==> src/haptic_params.svh <==
// constants for the haptic drive control register bank
`ifndef HAPTIC_PARAMS_SVH
`define HAPTIC_PARAMS_SVH
// ----------------------------------------
// bus and register map
// ----------------------------------------
`define DEV_ADDR 7'h2d
`define REG_LOOP_ONE 8'h1b
`define REG_LOOP_TWO 8'h1c
`define LOOP_ONE_RESET 8'h93
`define LOOP_TWO_RESET 8'hda
`define LOOP_ONE_WMASK 8'hbf
// ----------------------------------------
// field positions
// ----------------------------------------
`define BOOST_BIT 7
`define CM_DRIVE_BIT 5
`define DRIVE_MSB 4
`define SIGNED_BIT 7
`define DAMP_BIT 6
`define SAMPLE_MSB 5
`define SAMPLE_LSB 4
`define BLANK_MSB 3
`define BLANK_LSB 2
`define DECAY_MSB 1
// ----------------------------------------
// timing, microseconds at 40 cycles each
// ----------------------------------------
`define CLK_MHZ 40
`define LRA_BASE_US 500
`define LRA_STEP_US 100
`define ERM_BASE_US 1000
`define ERM_STEP_US 200
`define RES_BASE_US 150
`define RES_STEP_US 50
`define HALF_SCALE 10'sd128
`define BYTE_BITS 4'd8
`endif

==> src/haptic_pkg.sv <==
// types for the haptic drive control register bank
package haptic_pkg;
  typedef enum logic [2:0] {
    ST_IDLE,
    ST_ADDR,
    ST_REG,
    ST_WRITE,
    ST_ACK,
    ST_READ,
    ST_MACK
  } bus_state_e;
endpackage

==> src/haptic_drive_control_regs.sv <==
// two loop control registers behind a two-wire serial slave
// What this block does
// - the boost bit, bit 7 of the first register, resets to 1 and raises overdrive loop gain.
// - the common-mode bit, bit 5, resets to 0 and when set biases the input pin at 0.9 V.
// - in linear mode the 5-bit field, reset 0x13, gives start drive time field*0.1 ms+0.5 ms.
// - in rotating-mass mode the field gives the sampling interval field*0.2 ms+1 ms.
// - bit 7 of the second register, reset 1, selects bidirectional input, 0 unidirectional.
// - unidirectional input maps 0..100% to no..full output, braking from feedback.
// - bidirectional open-loop input below 50% brakes, 50% is silent; closed-loop uses feedback.
// - the damping bit, bit 6 of the second register, reset 1, cuts gain near brake end.
// - the 2-bit sample field, bits 5:4, sets 150, 200, 250 or 300 us tracking periods.
`include "haptic_params.svh"
module haptic_drive_control_regs #(
  parameter int LRA_BASE_CYC = `LRA_BASE_US * `CLK_MHZ,
  parameter int ERM_BASE_CYC = `ERM_BASE_US * `CLK_MHZ,
  parameter int RES_BASE_CYC = `RES_BASE_US * `CLK_MHZ
) (
  input wire logic CLOCK,
  input wire logic RST_N,
  input wire logic SCL,
  input wire logic SDA_IN,
  output logic SDA_OUT,
  output logic SDA_OE,
  input wire logic LRA_MODE,
  input wire logic LOOP_CLOSED,
  input wire logic [7:0] INPUT_DUTY,
  output logic OVERDRIVE_GAIN_BOOST,
  output logic INPUT_COMMON_MODE_DRIVE,
  output logic [18:0] DRIVE_TIME_CYC,
  output logic SIGNED_INPUT_SELECT,
  output logic BRAKE_LOOP_DAMPING,
  output logic BRAKE_FROM_FEEDBACK,
  output logic signed [9:0] DRIVE_LEVEL,
  output logic [13:0] RESONANCE_SAMPLE_CYC,
  output logic [1:0] BLANKING_DELAY,
  output logic [1:0] FLYBACK_DECAY_DELAY
);
  import haptic_pkg::*;

  localparam int LRA_STEP_CYC = `LRA_STEP_US * `CLK_MHZ;
  localparam int ERM_STEP_CYC = `ERM_STEP_US * `CLK_MHZ;
  localparam int RES_STEP_CYC = `RES_STEP_US * `CLK_MHZ;

  // ----------------------------------------
  // pin synchronisers
  // ----------------------------------------
  logic [2:0] scl_sync_q;
  logic [2:0] sda_sync_q;

  always_ff @(posedge CLOCK or negedge RST_N) begin
    if (!RST_N) begin
      scl_sync_q <= 3'h7;
      sda_sync_q <= 3'h7;
    end else begin
      scl_sync_q <= {scl_sync_q[1:0], SCL};
      sda_sync_q <= {sda_sync_q[1:0], SDA_IN};
    end
  end

  logic scl_rise;
  logic scl_fall;
  logic bus_start;
  logic bus_stop;
  logic sda_now;
  assign sda_now = sda_sync_q[1];
  assign scl_rise = scl_sync_q[1] && !scl_sync_q[2];
  assign scl_fall = !scl_sync_q[1] && scl_sync_q[2];
  assign bus_start = scl_sync_q[1] && scl_sync_q[2] && !sda_sync_q[1] && sda_sync_q[2];
  assign bus_stop = scl_sync_q[1] && scl_sync_q[2] && sda_sync_q[1] && !sda_sync_q[2];

  // ----------------------------------------
  // serial slave and register bank
  // ----------------------------------------
  bus_state_e state_q, state_d;
  bus_state_e after_q, after_d;
  logic [3:0] bit_q, bit_d;
  logic [7:0] shift_q, shift_d;
  logic [7:0] ptr_q, ptr_d;
  logic oe_q, oe_d;
  logic mack_q, mack_d;
  logic [7:0] loop_one_q, loop_one_d;
  logic [7:0] loop_two_q, loop_two_d;
  logic [7:0] rd_data;

  always_comb begin
    case (ptr_q)
      // reserved bit held at zero
      `REG_LOOP_ONE: rd_data = loop_one_q;
      `REG_LOOP_TWO: rd_data = loop_two_q;
      default: rd_data = 8'h00;
    endcase
  end

  always_comb begin
    state_d = state_q;
    after_d = after_q;
    bit_d = bit_q;
    shift_d = shift_q;
    ptr_d = ptr_q;
    oe_d = oe_q;
    mack_d = mack_q;
    loop_one_d = loop_one_q;
    loop_two_d = loop_two_q;
    if (bus_stop) begin
      state_d = ST_IDLE;
      oe_d = 1'b0;
    end else if (bus_start) begin
      state_d = ST_ADDR;
      bit_d = 4'h0;
      oe_d = 1'b0;
    end else if (scl_rise) begin
      case (state_q)
        ST_ADDR, ST_REG, ST_WRITE: begin
          shift_d = {shift_q[6:0], sda_now};
          bit_d = bit_q + 4'h1;
        end
        ST_READ: bit_d = bit_q + 4'h1;
        ST_MACK: mack_d = !sda_now;
        default: ;
      endcase
    end else if (scl_fall) begin
      case (state_q)
        ST_ADDR: begin
          if (bit_q == `BYTE_BITS) begin
            bit_d = 4'h0;
            if (shift_q[7:1] == `DEV_ADDR) begin
              state_d = ST_ACK;
              oe_d = 1'b1;
              after_d = shift_q[0] ? ST_READ : ST_REG;
            end else begin
              state_d = ST_IDLE;
            end
          end
        end
        ST_REG: begin
          if (bit_q == `BYTE_BITS) begin
            bit_d = 4'h0;
            ptr_d = shift_q;
            state_d = ST_ACK;
            oe_d = 1'b1;
            after_d = ST_WRITE;
          end
        end
        ST_WRITE: begin
          if (bit_q == `BYTE_BITS) begin
            bit_d = 4'h0;
            if (ptr_q == `REG_LOOP_ONE) begin
              loop_one_d = shift_q & `LOOP_ONE_WMASK;
            end
            if (ptr_q == `REG_LOOP_TWO) begin
              loop_two_d = shift_q;
            end
            ptr_d = ptr_q + 8'h01;
            state_d = ST_ACK;
            oe_d = 1'b1;
            after_d = ST_WRITE;
          end
        end
        ST_ACK: begin
          state_d = after_q;
          oe_d = 1'b0;
          if (after_q == ST_READ) begin
            shift_d = {rd_data[6:0], 1'b0};
            oe_d = !rd_data[7];
            ptr_d = ptr_q + 8'h01;
          end
        end
        ST_READ: begin
          if (bit_q == `BYTE_BITS) begin
            bit_d = 4'h0;
            oe_d = 1'b0;
            state_d = ST_MACK;
          end else begin
            oe_d = !shift_q[7];
            shift_d = {shift_q[6:0], 1'b0};
          end
        end
        ST_MACK: begin
          if (mack_q) begin
            state_d = ST_READ;
            shift_d = {rd_data[6:0], 1'b0};
            oe_d = !rd_data[7];
            ptr_d = ptr_q + 8'h01;
          end else begin
            state_d = ST_IDLE;
          end
        end
        default: state_d = ST_IDLE;
      endcase
    end
  end

  always_ff @(posedge CLOCK or negedge RST_N) begin
    if (!RST_N) begin
      state_q <= ST_IDLE;
      after_q <= ST_IDLE;
      bit_q <= 4'h0;
      shift_q <= 8'h00;
      ptr_q <= 8'h00;
      oe_q <= 1'b0;
      mack_q <= 1'b0;
      loop_one_q <= `LOOP_ONE_RESET;
      loop_two_q <= `LOOP_TWO_RESET;
    end else begin
      state_q <= state_d;
      after_q <= after_d;
      bit_q <= bit_d;
      shift_q <= shift_d;
      ptr_q <= ptr_d;
      oe_q <= oe_d;
      mack_q <= mack_d;
      loop_one_q <= loop_one_d;
      loop_two_q <= loop_two_d;
    end
  end

  // ----------------------------------------
  // settings decoded for the drive engine
  // ----------------------------------------
  logic [18:0] drive_cyc_d;
  logic [13:0] res_cyc_d;
  logic signed [9:0] level_d;
  logic signed [9:0] centred;
  logic [4:0] drive_field;
  logic unidir;

  always_comb begin
    drive_field = loop_one_q[`DRIVE_MSB:0];
    unidir = !loop_two_q[`SIGNED_BIT];
    if (LRA_MODE) begin
      drive_cyc_d = 19'(LRA_BASE_CYC) + 19'(drive_field) * 19'(LRA_STEP_CYC);
    end else begin
      drive_cyc_d = 19'(ERM_BASE_CYC) + 19'(drive_field) * 19'(ERM_STEP_CYC);
    end
    res_cyc_d = 14'(RES_BASE_CYC)
      + 14'(loop_two_q[`SAMPLE_MSB:`SAMPLE_LSB]) * 14'(RES_STEP_CYC);
    centred = 10'(({2'b00, INPUT_DUTY} - `HALF_SCALE) <<< 1);
    if (unidir) begin
      level_d = 10'({1'b0, INPUT_DUTY, 1'b0});
    end else if (LOOP_CLOSED && centred < 10'sd0) begin
      level_d = 10'sd0;
    end else begin
      level_d = centred;
    end
  end

  always_ff @(posedge CLOCK or negedge RST_N) begin
    if (!RST_N) begin
      OVERDRIVE_GAIN_BOOST <= 1'b0;
      INPUT_COMMON_MODE_DRIVE <= 1'b0;
      DRIVE_TIME_CYC <= 19'h0;
      SIGNED_INPUT_SELECT <= 1'b0;
      BRAKE_LOOP_DAMPING <= 1'b0;
      BRAKE_FROM_FEEDBACK <= 1'b0;
      DRIVE_LEVEL <= 10'sh0;
      RESONANCE_SAMPLE_CYC <= 14'h0;
      BLANKING_DELAY <= 2'h0;
      FLYBACK_DECAY_DELAY <= 2'h0;
      SDA_OUT <= 1'b0;
      SDA_OE <= 1'b0;
    end else begin
      OVERDRIVE_GAIN_BOOST <= loop_one_q[`BOOST_BIT];
      INPUT_COMMON_MODE_DRIVE <= loop_one_q[`CM_DRIVE_BIT];
      DRIVE_TIME_CYC <= drive_cyc_d;
      SIGNED_INPUT_SELECT <= loop_two_q[`SIGNED_BIT];
      BRAKE_LOOP_DAMPING <= loop_two_q[`DAMP_BIT];
      BRAKE_FROM_FEEDBACK <= unidir || LOOP_CLOSED;
      DRIVE_LEVEL <= level_d;
      RESONANCE_SAMPLE_CYC <= res_cyc_d;
      BLANKING_DELAY <= loop_two_q[`BLANK_MSB:`BLANK_LSB];
      FLYBACK_DECAY_DELAY <= loop_two_q[`DECAY_MSB:0];
      SDA_OUT <= 1'b0;
      SDA_OE <= oe_q;
    end
  end
endmodule

==> config.mk <==
export PLATFORM = sky130hd
export DESIGN_NAME = haptic_drive_control_regs
export DESIGN_NICKNAME = d
export VERILOG_FILES = /design/src/haptic_pkg.sv /design/src/haptic_drive_control_regs.sv
export VERILOG_INCLUDE_DIRS = /design/src /design/src/src
export SDC_FILE = /design/constraint.sdc
export NUM_CORES = 1
export LEC_CHECK = 0
export ABC_AREA = 1
export ABC_CLOCK_PERIOD_IN_PS = 7500
export BUFFER_PORTS_ARGS = -buffer_cell sky130_fd_sc_hd__buf_2
export CORE_MARGIN = 3
export CORE_UTILIZATION = 63
export DETAILED_ROUTE_END_ITERATION = 8
export PLACE_DENSITY = 0.91
export SLEW_MARGIN = 20
export SYNTH_ARGS = -nofsm -noshare
export SYNTH_HDL_FRONTEND = slang
export SYNTH_SLANG_ARGS = --single-unit
==> constraint.sdc <==
create_clock -name CLOCK -period 7.5 [get_ports CLOCK]
set_input_delay 1.5 -clock CLOCK [delete_from_list [all_inputs] [get_ports CLOCK]]
set_output_delay 1.5 -clock CLOCK [all_outputs]
set_load 0.01 [all_outputs]
==> results.sh, run 1 <==
export IMPL_hpwl_um=7670
export IMPL_grt_max_degree=92
export IMPL_skew_ns=0.0126
export IMPL_worst_path_largest_cell_delay_ns=0.60
export IMPL_p_leak_nw=2.93
export IMPL_cp_start_kind="flop"
export IMPL_cts_tree="built"
export IMPL_setup_violations_final=0
export IMPL_area_delta_synth_final_pct=9.04
export IMPL_antenna_cells=0
export IMPL_drtIter0Drc=284
export IMPL_synth_distinct_cells=42
export IMPL_fp_row_count=32
export IMPL_clock_path_buffers=2
export IMPL_hold_path_end="sda_sync_q[1]$_DFF_PN1_"
export IMPL_ys_async_sr_fraction=1.00
export IMPL_cp_max_fo=6
export IMPL_ant_nets=0
export IMPL_grtUsageTotal=0.235
export IMPL_grt_pass1_vias=3748
export IMPL_wl_per_cell_um=13.7
export IMPL_grt_pass1_wl_um=17100
export IMPL_port_buffers=56
export IMPL_hp_class="reg -> reg"
export IMPL_finalHoldViolCount=0
export IMPL_switchingPower_mw=0.209
export IMPL_avgSynthCellArea_um2=8.74
export IMPL_p_per_area_nw_per_um2=152
export IMPL_wl_um=10300
export IMPL_core_um2=7810
export IMPL_rsz0062_at_grt="no"
export IMPL_pwr_share_seq=0.601
export IMPL_clk_latency_ns=0.35
export IMPL_reg2reg_to="DRIVE_TIME_CYC[17]$_DFF_PN0_"
export IMPL_grt_overflow=0
export IMPL_cp_slowest_cell="dfstp_2"
export IMPL_post_route_period_util=0.507
export IMPL_synth_seq_cells=91
export IMPL_synth_ff_type="dfrtp_1"
export IMPL_final_nets=705
export IMPL_fp_dieH_um=96.3
export IMPL_drc=0
export IMPL_cap_violations=0
export IMPL_cts_root_buffer="clkbuf_8"
export IMPL_swShare=0.246
export IMPL_combPwrFrac=0.073
export IMPL_run_status="completed"
export IMPL_path_clk_slew_ns=0.08
export IMPL_final_cells=751
export IMPL_start_util=0.657
export IMPL_yosysSeqAreaShare=0.447
export IMPL_vias=4091
export IMPL_final_core_util=0.717
export IMPL_antenna_found_initial=0
export IMPL_dr_pass1_iters=6
export IMPL_dp_cells=735
export IMPL_synthCells=587
export IMPL_reg2reg_slack_ns=3.70
export IMPL_worst_pin_slew_ns=0.799
export IMPL_r2r_start="loop_one_q[4]$_DFFE_PN1P_"
export IMPL_postCtsSetupRepairBufs=0
export IMPL_final_common_cell="nand2_1"
export IMPL_crit_arrival_ns=4.04
export IMPL_synthesis_area_um2=5130
export IMPL_hp_start="sda_sync_q[0]$_DFF_PN1_"
export IMPL_hold_depth=0
export IMPL_gp_congestion=0.937
export IMPL_critPathRequiredTime_ns=7.73
export IMPL_die_area_um2=9270
export IMPL_period_needed_ns=3.80
export IMPL_cts_repair_resized=0
export IMPL_fin_tns_setup_ns=0
export IMPL_max_freq_mhz=263
export IMPL_io_pins=68
export IMPL_viasPerCell=5.45
export IMPL_htree_levels=3
export IMPL_p_int_mw=0.642
export IMPL_nFillCells=537
export IMPL_worstSetupPathType="reg -> reg"
export IMPL_peakVddDrop_mv=0.0919
export IMPL_slew_violations=0
export IMPL_clkPwrFrac=0.326
export IMPL_cts_inserted_buffers=9
export IMPL_path_buf_inv=2
export IMPL_endpoint_kind="flop"
export IMPL_crit_family="adder cells"
export IMPL_cp_cell_sequence="fa_1, fa_1, inv_1, fa_1, inv_1, ha_1, a21oi_1, nand2_1, xor2_1, nand3_1, nand2_1, nand3_1, nand3_1, nand2_1"
export IMPL_rr_worst_depth=14
export IMPL_die_x_um=96.3
export IMPL_layout_drive_gt1_share=0.177
export IMPL_yosys_warnings=0
export IMPL_postCtsHoldBufs=0
export IMPL_relSlewSlack=0.466
export IMPL_cts_sinks=91
export IMPL_final_cell_mix="nand2_1, inv_1, dfrtp_1"
export IMPL_synth_edff_count=0
-- area by class of cell --
class	instances	area, µm²	area share
clock buffers	13	139	0.0248
clock inverters	3	17.5	0.00313
inverters	94	353	0.0630
multi-input cells	392	2380	0.425
flip-flops and latches	91	2300	0.410
well taps	102	128	0.0228
repair buffers	56	287	0.0512
-- power groups by stage --
stage | logic [mW] | clock network [mW] | registers (mW)
global placement | 0.0594 | 0 | 0.520
global route | 0.0715 | 0.308 | 0.513
detailed placement | 0.0622 | 0 | 0.521
finish | 0.0625 | 0.277 | 0.512
CTS | 0.0629 | 0.282 | 0.511
floorplan | 0.0387 | 0 | 0.521
-- logic make-up (layout without fill, tap and decap cells) --
kind of cell,count (synthesis),count (layout),synth area share
AND/OR/NAND/NOR,224,224,0.191
buffers and inverters,114,166,0.0968
AO/OA/AOI/OAI,98,98,0.114
flip-flops,91,91,0.447
adder cells (fa/ha/maj),47,47,0.129
XOR/XNOR,12,12,0.0205
other,1,11,0.000731
-- how the worst max path moves through the flow --
| stage | start | end | depth (start not counted) |
|---|---|---|---|
| global route | loop_one_q[2]$_DFFE_PN0P_ | DRIVE_TIME_CYC[16]$_DFF_PN0_ | 15 |
| floorplan | loop_one_q[4]$_DFFE_PN1P_ | DRIVE_TIME_CYC[16]$_DFF_PN0_ | 14 |
| global placement | loop_one_q[2]$_DFFE_PN0P_ | DRIVE_TIME_CYC[17]$_DFF_PN0_ | 14 |
| detailed placement | loop_one_q[4]$_DFFE_PN1P_ | DRIVE_TIME_CYC[16]$_DFF_PN0_ | 14 |
| CTS | loop_one_q[4]$_DFFE_PN1P_ | DRIVE_TIME_CYC[17]$_DFF_PN0_ | 14 |
| finish | loop_one_q[4]$_DFFE_PN1P_ | DRIVE_TIME_CYC[17]$_DFF_PN0_ | 14 |
-- registers in the layout (all words and copies together) (netlist names), 2 cells and up --
name,count
bit_q,4
scl_sync_q,3
DRIVE_TIME_CYC,14
BLANKING_DELAY,2
loop_one_q,7
after_q,3
FLYBACK_DECAY_DELAY,2
loop_two_q,8
RESONANCE_SAMPLE_CYC,9
state_q,3
DRIVE_LEVEL,9
sda_sync_q,3
ptr_q,8
shift_q,8
-- stage by stage --
stage	worst slack [ns]	hold slack [ns]	instance area (µm²)	total power [mW]
CTS	3.73	0.370	5590	0.856
finish	3.70	0.371	5600	0.851
global placement	3.88	0.346	5440	0.579
detailed placement	3.75	0.357	5440	0.583
global route	3.53	0.377	5600	0.893
floorplan	4.01	0.345	5170	0.560
-- synthesized netlist by cell type, drive strengths merged, types with 2 or more instances --
| cell type | number | area (µm²) |
|---|---|---|
| a211oi | 2 | 20.0 |
| a21oi | 20 | 104 |
| buf | 18 | 136 |
| clkbuf | 2 | 7.51 |
| dfrtp | 76 | 1900 |
| dfstp | 15 | 394 |
| fa | 10 | 200 |
| ha | 37 | 463 |
| inv | 94 | 353 |
| nand2 | 130 | 503 |
| nand3 | 37 | 185 |
| nand4 | 7 | 50.1 |
| nor2 | 34 | 140 |
| nor3 | 12 | 70.1 |
| o2111ai | 3 | 26.3 |
| o211ai | 8 | 60.1 |
| o21ai | 59 | 325 |
| o21bai | 2 | 15.0 |
| xnor2 | 6 | 52.6 |
| xor2 | 6 | 52.6 |
-- worst register-to-register path: stages (launching register included) --
cell and delay (ns):
dfstp_2 0.60, fa_1 0.52, fa_1 0.54, inv_1 0.05
fa_1 0.49, inv_1 0.04, ha_1 0.34, a21oi_1 0.19
nand2_1 0.11, xor2_1 0.26, nand3_1 0.17, nand2_1 0.12
nand3_1 0.10, nand3_1 0.10, nand2_1 0.06
-- layer usage --
metal | vias to the layer above | track usage | share of wire
met3 | 13 | 0.0422 | 0.072
met2 | 183 | 0.383 | 0.48
li1 | 1979 | - | -
met4 | 0 | 0.0652 | 0.013
met5 | - | 0 | 0
met1 | 1916 | 0.323 | 0.43
(Power assumes the default switching activity.)
==> inputs of run 2 (changes only) <==
- ABC_AREA: 1 -> 0
- ABC_CLOCK_PERIOD_IN_PS: 7500 -> 3800
- CORE_UTILIZATION: 63 -> 58
- PLACE_DENSITY: 0.91 -> 0.85
- clock period: 7.5 -> 3.8 ns (I/O delays scaled with it)
==> run 2 against run 1 <==
Compared with the run above: die area grew 9.5%; synthesized cell count shrank 13%; cell count fell by 8.3%; critical path type unchanged; first-iteration DRC count grew 11%; count of clock-buffer cells in the layout down 4; clock power grew 130%; critical path depth decreased by 1.
==> results.sh, run 2 <==
export IMPL_run_status="completed"
export IMPL_synth_edff_count=0
export IMPL_grt_max_degree=40
export IMPL_grtUsageTotal=0.214
export IMPL_yosysSeqAreaShare=0.441
export IMPL_start_util=0.615
export IMPL_synthCells=513
export IMPL_dp_slack_ns=-0.114
export IMPL_ant_nets=0
export IMPL_yosys_warnings=0
export IMPL_hpwl_um=7440
export IMPL_antenna_cells=0
export IMPL_skew_ns=0.0184
export IMPL_worst_pin_slew_ns=1.06
export IMPL_antenna_found_initial=0
export IMPL_htree_levels=3
export IMPL_period_needed_ns=3.78
export IMPL_cap_violations=0
export IMPL_p_per_area_nw_per_um2=315
export IMPL_synth_seq_cells=91
export IMPL_final_area_um2=5960
export IMPL_cts_tree="built"
export IMPL_max_freq_mhz=265
export IMPL_die_x_um=101
export IMPL_fp_dieH_um=101
export IMPL_final_nets=640
export IMPL_clock_path_buffers=2
export IMPL_final_cells=689
export IMPL_finalHoldViolCount=0
export IMPL_worst_hold_slack_ns=0.320
export IMPL_p_leak_nw=2.80
export IMPL_vias=3975
export IMPL_dp_cells=671
export IMPL_dr_pass1_iters=5
export IMPL_final_core_util=0.704
export IMPL_grt_pass1_wl_um=17600
export IMPL_crit_arrival_ns=4.04
export IMPL_yosysTopAreaCellShare=0.365
export IMPL_layout_drive_gt1_share=0.276
export IMPL_hp_class="in -> async"
export IMPL_relSlewSlack=0.291
export IMPL_worstSetupPathType="reg -> reg"
export IMPL_final_common_cell="dfrtp_1"
export IMPL_port_buffers=56
export IMPL_wl_um=10600
export IMPL_grt_pass1_vias=3807
export IMPL_regMostFlops="DRIVE_TIME_CYC"
export IMPL_ys_async_sr_fraction=1.00
export IMPL_rr_worst_depth=13
export IMPL_synthTopCellsByCount="dfrtp_1, nand2_1, inv_1"
export IMPL_final_cell_mix="dfrtp_1, buf_2, nand2_1"
export IMPL_clk_latency_ns=0.37
export IMPL_peakVddDrop_mv=0.192
export IMPL_synthesis_area_um2=5210
export IMPL_cts_inserted_buffers=9
export IMPL_fin_tns_setup_ns=0
export IMPL_post_route_period_util=0.994
export IMPL_synth_ff_type="dfrtp_1"
export IMPL_setup_violations_final=0
export IMPL_r2r_start="loop_one_q[4]$_DFFE_PN1P_"
export IMPL_synth_most_common_cell="dfrtp_1"
export IMPL_nFillCells=579
export IMPL_area_delta_synth_final_pct=14.5
export IMPL_viasPerCell=5.77
export IMPL_cts_root_buffer="clkbuf_8"
export IMPL_place_area_um2=5620
export IMPL_io_pins=68
export IMPL_cp_max_fo=6
export IMPL_largest_reg_flops=14
export IMPL_path_clk_slew_ns=0.10
export IMPL_synthTopCellsByArea="dfrtp_1, ha_1, dfstp_2"
export IMPL_p_total_mw=1.88
export IMPL_endpoint_kind="flop"
export IMPL_die_area_um2=10100
export IMPL_reg_top3="DRIVE_TIME_CYC: 14 flops, DRIVE_LEVEL: 9 flops, RESONANCE_SAMPLE_CYC: 9 flops"
export IMPL_avgSynthCellArea_um2=10.1
export IMPL_reg2reg_to="DRIVE_TIME_CYC[16]$_DFF_PN0_"
export IMPL_cp_start_kind="flop"
export IMPL_slew_violations=0
export IMPL_drtIter0Drc=314
export IMPL_reg2reg_slack_ns=0.02
export IMPL_grt_overflow=0
export IMPL_wl_per_cell_um=15.4
export IMPL_layout_setup_ws_ns=0.0218
export IMPL_synth_area_leader_cell="dfrtp_1"
export IMPL_gp_congestion=0.885
export IMPL_rsz0062_at_grt="yes"
export IMPL_synth_distinct_cells=65
export IMPL_critPathRequiredTime_ns=4.06
export IMPL_cts_sinks=91
export IMPL_core_um2=8460
export IMPL_drc=0
export IMPL_fp_row_count=33
## run 2: changes by cell type after synthesis, moves of 10 or more
cell	previous run	this run
nand2_1	124	41
inv_1	87	40
nand3_1	37	14
mux2_2	0	21
a21oi_1	19	37
o21ai_1	16	2
clkbuf_1	2	14
nand2b_1	0	11
and2_1	0	10
## run 2: logic make-up (layout without fill, tap and decap cells)
family | after synthesis | in the layout | synth area share
other cells | 1 | 11 | 0.000720
simple gates | 146 | 146 | 0.146
buf+inv | 67 | 128 | 0.0572
xor+xnor | 14 | 14 | 0.0272
compound gates | 120 | 120 | 0.144
mux | 27 | 27 | 0.0570
flops | 91 | 91 | 0.441
fa+ha+maj | 47 | 47 | 0.127
## run 2: final cells by class
cell class,instances,area (µm²),share of cell area
multi-input combinational,365,2780,0.467
sequential,91,2300,0.385
timing repair buffer,72,403,0.0676
inverter,40,150,0.0252
tap,105,131,0.0220
clock buffer,9,124,0.0208
clock inverter,7,70.1,0.0118
## run 2: power breakdown
part           internal [mW]  switching [mW]
combinational         0.0653          0.0994
sequential              1.02          0.0559
clock                  0.254           0.384
## run 2: critical path: stages (launching register included)
cell,delay (ns)
dfstp_2,0.56
fa_1,0.42
fa_1,0.50
inv_1,0.05
fa_1,0.48
inv_1,0.07
ha_4,0.30
nor4bb_2,0.26
nand4b_1,0.15
o211ai_1,0.17
nor2_1,0.12
o21a_1,0.25
xor2_2,0.16
o21a_1,0.17
## run 2: how the worst max path moves through the flow
stage / start / endpoint / slack, ns
after detailed placement: loop_one_q[2]$_DFFE_PN0P_ / DRIVE_TIME_CYC[17]$_DFF_PN0_ / -0.11
after CTS: loop_one_q[4]$_DFFE_PN1P_ / DRIVE_TIME_CYC[17]$_DFF_PN0_ / 0.0004
final: loop_one_q[4]$_DFFE_PN1P_ / DRIVE_TIME_CYC[16]$_DFF_PN0_ / 0.02
after global routing: loop_one_q[4]$_DFFE_PN1P_ / DRIVE_TIME_CYC[16]$_DFF_PN0_ / -0.15
after floorplan: loop_one_q[4]$_DFFE_PN1P_ / DRIVE_TIME_CYC[15]$_DFF_PN0_ / 0.009
after global placement: loop_one_q[2]$_DFFE_PN0P_ / DRIVE_TIME_CYC[15]$_DFF_PN0_ / 0.04
## run 2: repair_timing
item                       4_1_cts  5_1_grt
setup endpoints to repair        4        5
buffers inserted                 0        2
pin swaps                        7       21
hold buffers                     0        0
resized for setup                8       15
## run 2: per-layer routing
metal	routed length [µm]	GRT usage	up-vias
li1	-	-	1881
met1	4560	0.295	1896
met2	5140	0.340	176
met3	767	0.0471	22
met4	177	0.0601	0
met5	0	0	-
==> inputs of run 3 (changes only) <==
- REMOVE_ABC_BUFFERS: default -> 1
==> run 3 against run 2 <==
Compared with the run above: the flow now finishes with violations (setup timing); first-iteration DRC count shrank 19%; maximum frequency shrank 3.8%; core utilization grew 0.30 points; sequential share of layout area shrank 0.18 points; worst setup slack lost 0.15 ns; critical path type unchanged; critical endpoint unchanged; largest power group unchanged.
==> results.sh, run 3 (synthesis results as in run 2) <==
export IMPL_die_area_um2=10100
export IMPL_cts_sinks=91
export IMPL_path_clk_slew_ns=0.10
export IMPL_relSlewSlack=0.352
export IMPL_peakVddDrop_mv=0.238
export IMPL_final_nets=642
export IMPL_hp_class="reg -> reg"
export IMPL_core_um2=8460
export IMPL_p_per_area_nw_per_um2=316
export IMPL_rr_worst_depth=16
export IMPL_post_route_period_util=1.03
export IMPL_viasPerCell=5.86
export IMPL_final_cells=691
export IMPL_fp_row_count=33
export IMPL_rsz0062_at_grt="yes"
export IMPL_critPathRequiredTime_ns=4.06
export IMPL_reg2reg_slack_ns=-0.13
export IMPL_cp_max_fo=4
export IMPL_htree_levels=3
export IMPL_worst_pin_slew_ns=0.972
export IMPL_fp_dieH_um=101
export IMPL_clock_path_buffers=2
export IMPL_violations="setup timing"
export IMPL_postCtsHoldBufs=0
export IMPL_worst_path_largest_cell_delay_ns=0.53
export IMPL_finalHoldViolCount=0
export IMPL_vias=4052
export IMPL_hp_start="sda_sync_q[0]$_DFF_PN1_"
export IMPL_layout_drive_gt1_share=0.280
export IMPL_crit_arrival_ns=4.19
export IMPL_drtIter0Drc=253
export IMPL_nFillCells=571
export IMPL_reg2reg_to="DRIVE_TIME_CYC[16]$_DFF_PN0_"
export IMPL_final_common_cell="dfrtp_1"
export IMPL_area_delta_synth_final_pct=14.9
export IMPL_gp_congestion=0.892
export IMPL_dr_pass1_iters=5
export IMPL_cap_violations=0
export IMPL_setup_violations_final=2
export IMPL_cp_common_cell="buf_4"
export IMPL_hpwl_um=7770
export IMPL_hold_path_end="sda_sync_q[1]$_DFF_PN1_"
export IMPL_layout_setup_ws_ns=-0.128
export IMPL_slew_violations=0
export IMPL_reg_top3="DRIVE_TIME_CYC: 14 flops, DRIVE_LEVEL: 9 flops, RESONANCE_SAMPLE_CYC: 9 flops"
export IMPL_path_buf_inv=5
export IMPL_die_x_um=101
export IMPL_wl_per_cell_um=16.4
export IMPL_antenna_found_initial=0
export IMPL_worstSetupPathType="reg -> reg"
export IMPL_antenna_cells=0
export IMPL_run_status="complete, but fails checks"
export IMPL_start_util=0.615
export IMPL_startpoint="loop_one_q[3]$_DFFE_PN0P_"
export IMPL_period_needed_ns=3.93
export IMPL_cts_inserted_buffers=9
export IMPL_crit_family="adder cells"
export IMPL_endpoint_kind="flop"
export IMPL_p_leak_nw=2.82
export IMPL_cp_cell_sequence="buf_4, ha_1, inv_1, fa_1, fa_1, inv_1, ha_4, buf_4, xor2_1, a311oi_1, o21ai_1, buf_4, nand2_1, o211ai_1, nand4_1, o21a_1"
export IMPL_regMostFlops="DRIVE_TIME_CYC"
export IMPL_grt_pass1_vias=3911
export IMPL_grtUsageTotal=0.218
export IMPL_max_freq_mhz=255
export IMPL_largest_reg_flops=14
export IMPL_cts_tree="built"
export IMPL_r2r_start="loop_one_q[3]$_DFFE_PN0P_"
export IMPL_grt_pass1_wl_um=18000
export IMPL_cts_root_buffer="clkbuf_8"
export IMPL_dp_slack_ns=-0.151
export IMPL_grt_max_degree=54
export IMPL_skew_ns=0.0153
export IMPL_clk_latency_ns=0.37
export IMPL_cp_start_kind="flop"
export IMPL_grt_overflow=0
export IMPL_port_buffers=56
export IMPL_dp_cells=673
export IMPL_drc=0
export IMPL_cp_slowest_cell="fa_1"
export IMPL_wl_um=11400
export IMPL_io_pins=68
export IMPL_hold_depth=0
export IMPL_final_cell_mix="dfrtp_1, buf_2, nand2_1"
export IMPL_ant_nets=0
## run 3: worst register-to-register path, cell delays in order, from the launching register on
cell and delay, ns:
dfrtp_1 0.42, buf_4 0.16, ha_1 0.27, inv_1 0.05, fa_1 0.48, fa_1 0.53
inv_1 0.07, ha_4 0.29, buf_4 0.13, xor2_1 0.27, a311oi_1 0.10, o21ai_1 0.18
buf_4 0.17, nand2_1 0.08, o211ai_1 0.31, nand4_1 0.18, o21a_1 0.14
## run 3: worst max-delay path by stage
| stage | end | cells after the start |
|---|---|---|
| detailed placement | DRIVE_TIME_CYC[15]$_DFF_PN0_ | 13 |
| global placement | DRIVE_TIME_CYC[15]$_DFF_PN0_ | 13 |
| floorplan | DRIVE_TIME_CYC[15]$_DFF_PN0_ | 13 |
| finish | DRIVE_TIME_CYC[16]$_DFF_PN0_ | 16 |
| global route | DRIVE_TIME_CYC[17]$_DFF_PN0_ | 13 |
| CTS | DRIVE_TIME_CYC[16]$_DFF_PN0_ | 13 |
## run 3: layer usage
metal | routed length (µm) | GRT usage | vias up
li1 | - | - | 1887
met1 | 4600 | 0.277 | 1924
met2 | 5660 | 0.376 | 196
met3 | 735 | 0.0339 | 45
met4 | 370 | 0.0829 | 0
met5 | 0 | 0 | -
## run 3: through the flow
stage	hold slack [ns]	util	TNS, ns	total power [mW]	area [µm²]
after floorplan	0.345	-	-0.154	1.18	5100
after global placement	0.346	0.665	-0.0368	1.25	5630
after detailed placement	0.351	0.665	-0.410	1.26	5630
after CTS	0.378	0.693	0	1.90	5860
after global routing	0.383	0.707	-0.647	1.97	5980
final	0.379	0.707	-0.232	1.89	5980
## run 3: cell type report
| type | instances | area, µm² | area share |
|---|---|---|---|
| inverters | 40 | 150 | 0.0251 |
| repair buffers | 74 | 418 | 0.0698 |
| flip-flops and latches | 91 | 2300 | 0.384 |
| well taps | 105 | 131 | 0.0220 |
| clock buffers | 9 | 124 | 0.0207 |
| multi-input cells | 365 | 2790 | 0.466 |
| clock inverters | 7 | 78.8 | 0.0132 |
## run 3: repair_timing
action	CTS	global route
buffers inserted	0	2
gates resized for setup	7	18
setup endpoints to repair	3	5
hold endpoints to repair	0	0
pin swaps	0	25
## run 3: power breakdown
group | internal (mW) | total [mW] | switching [mW]
Combinational | 0.0656 | 0.168 | 0.103
Clock | 0.264 | 0.649 | 0.385
Sequential | 1.02 | 1.08 | 0.0564
Total | 1.35 | 1.89 | 0.544
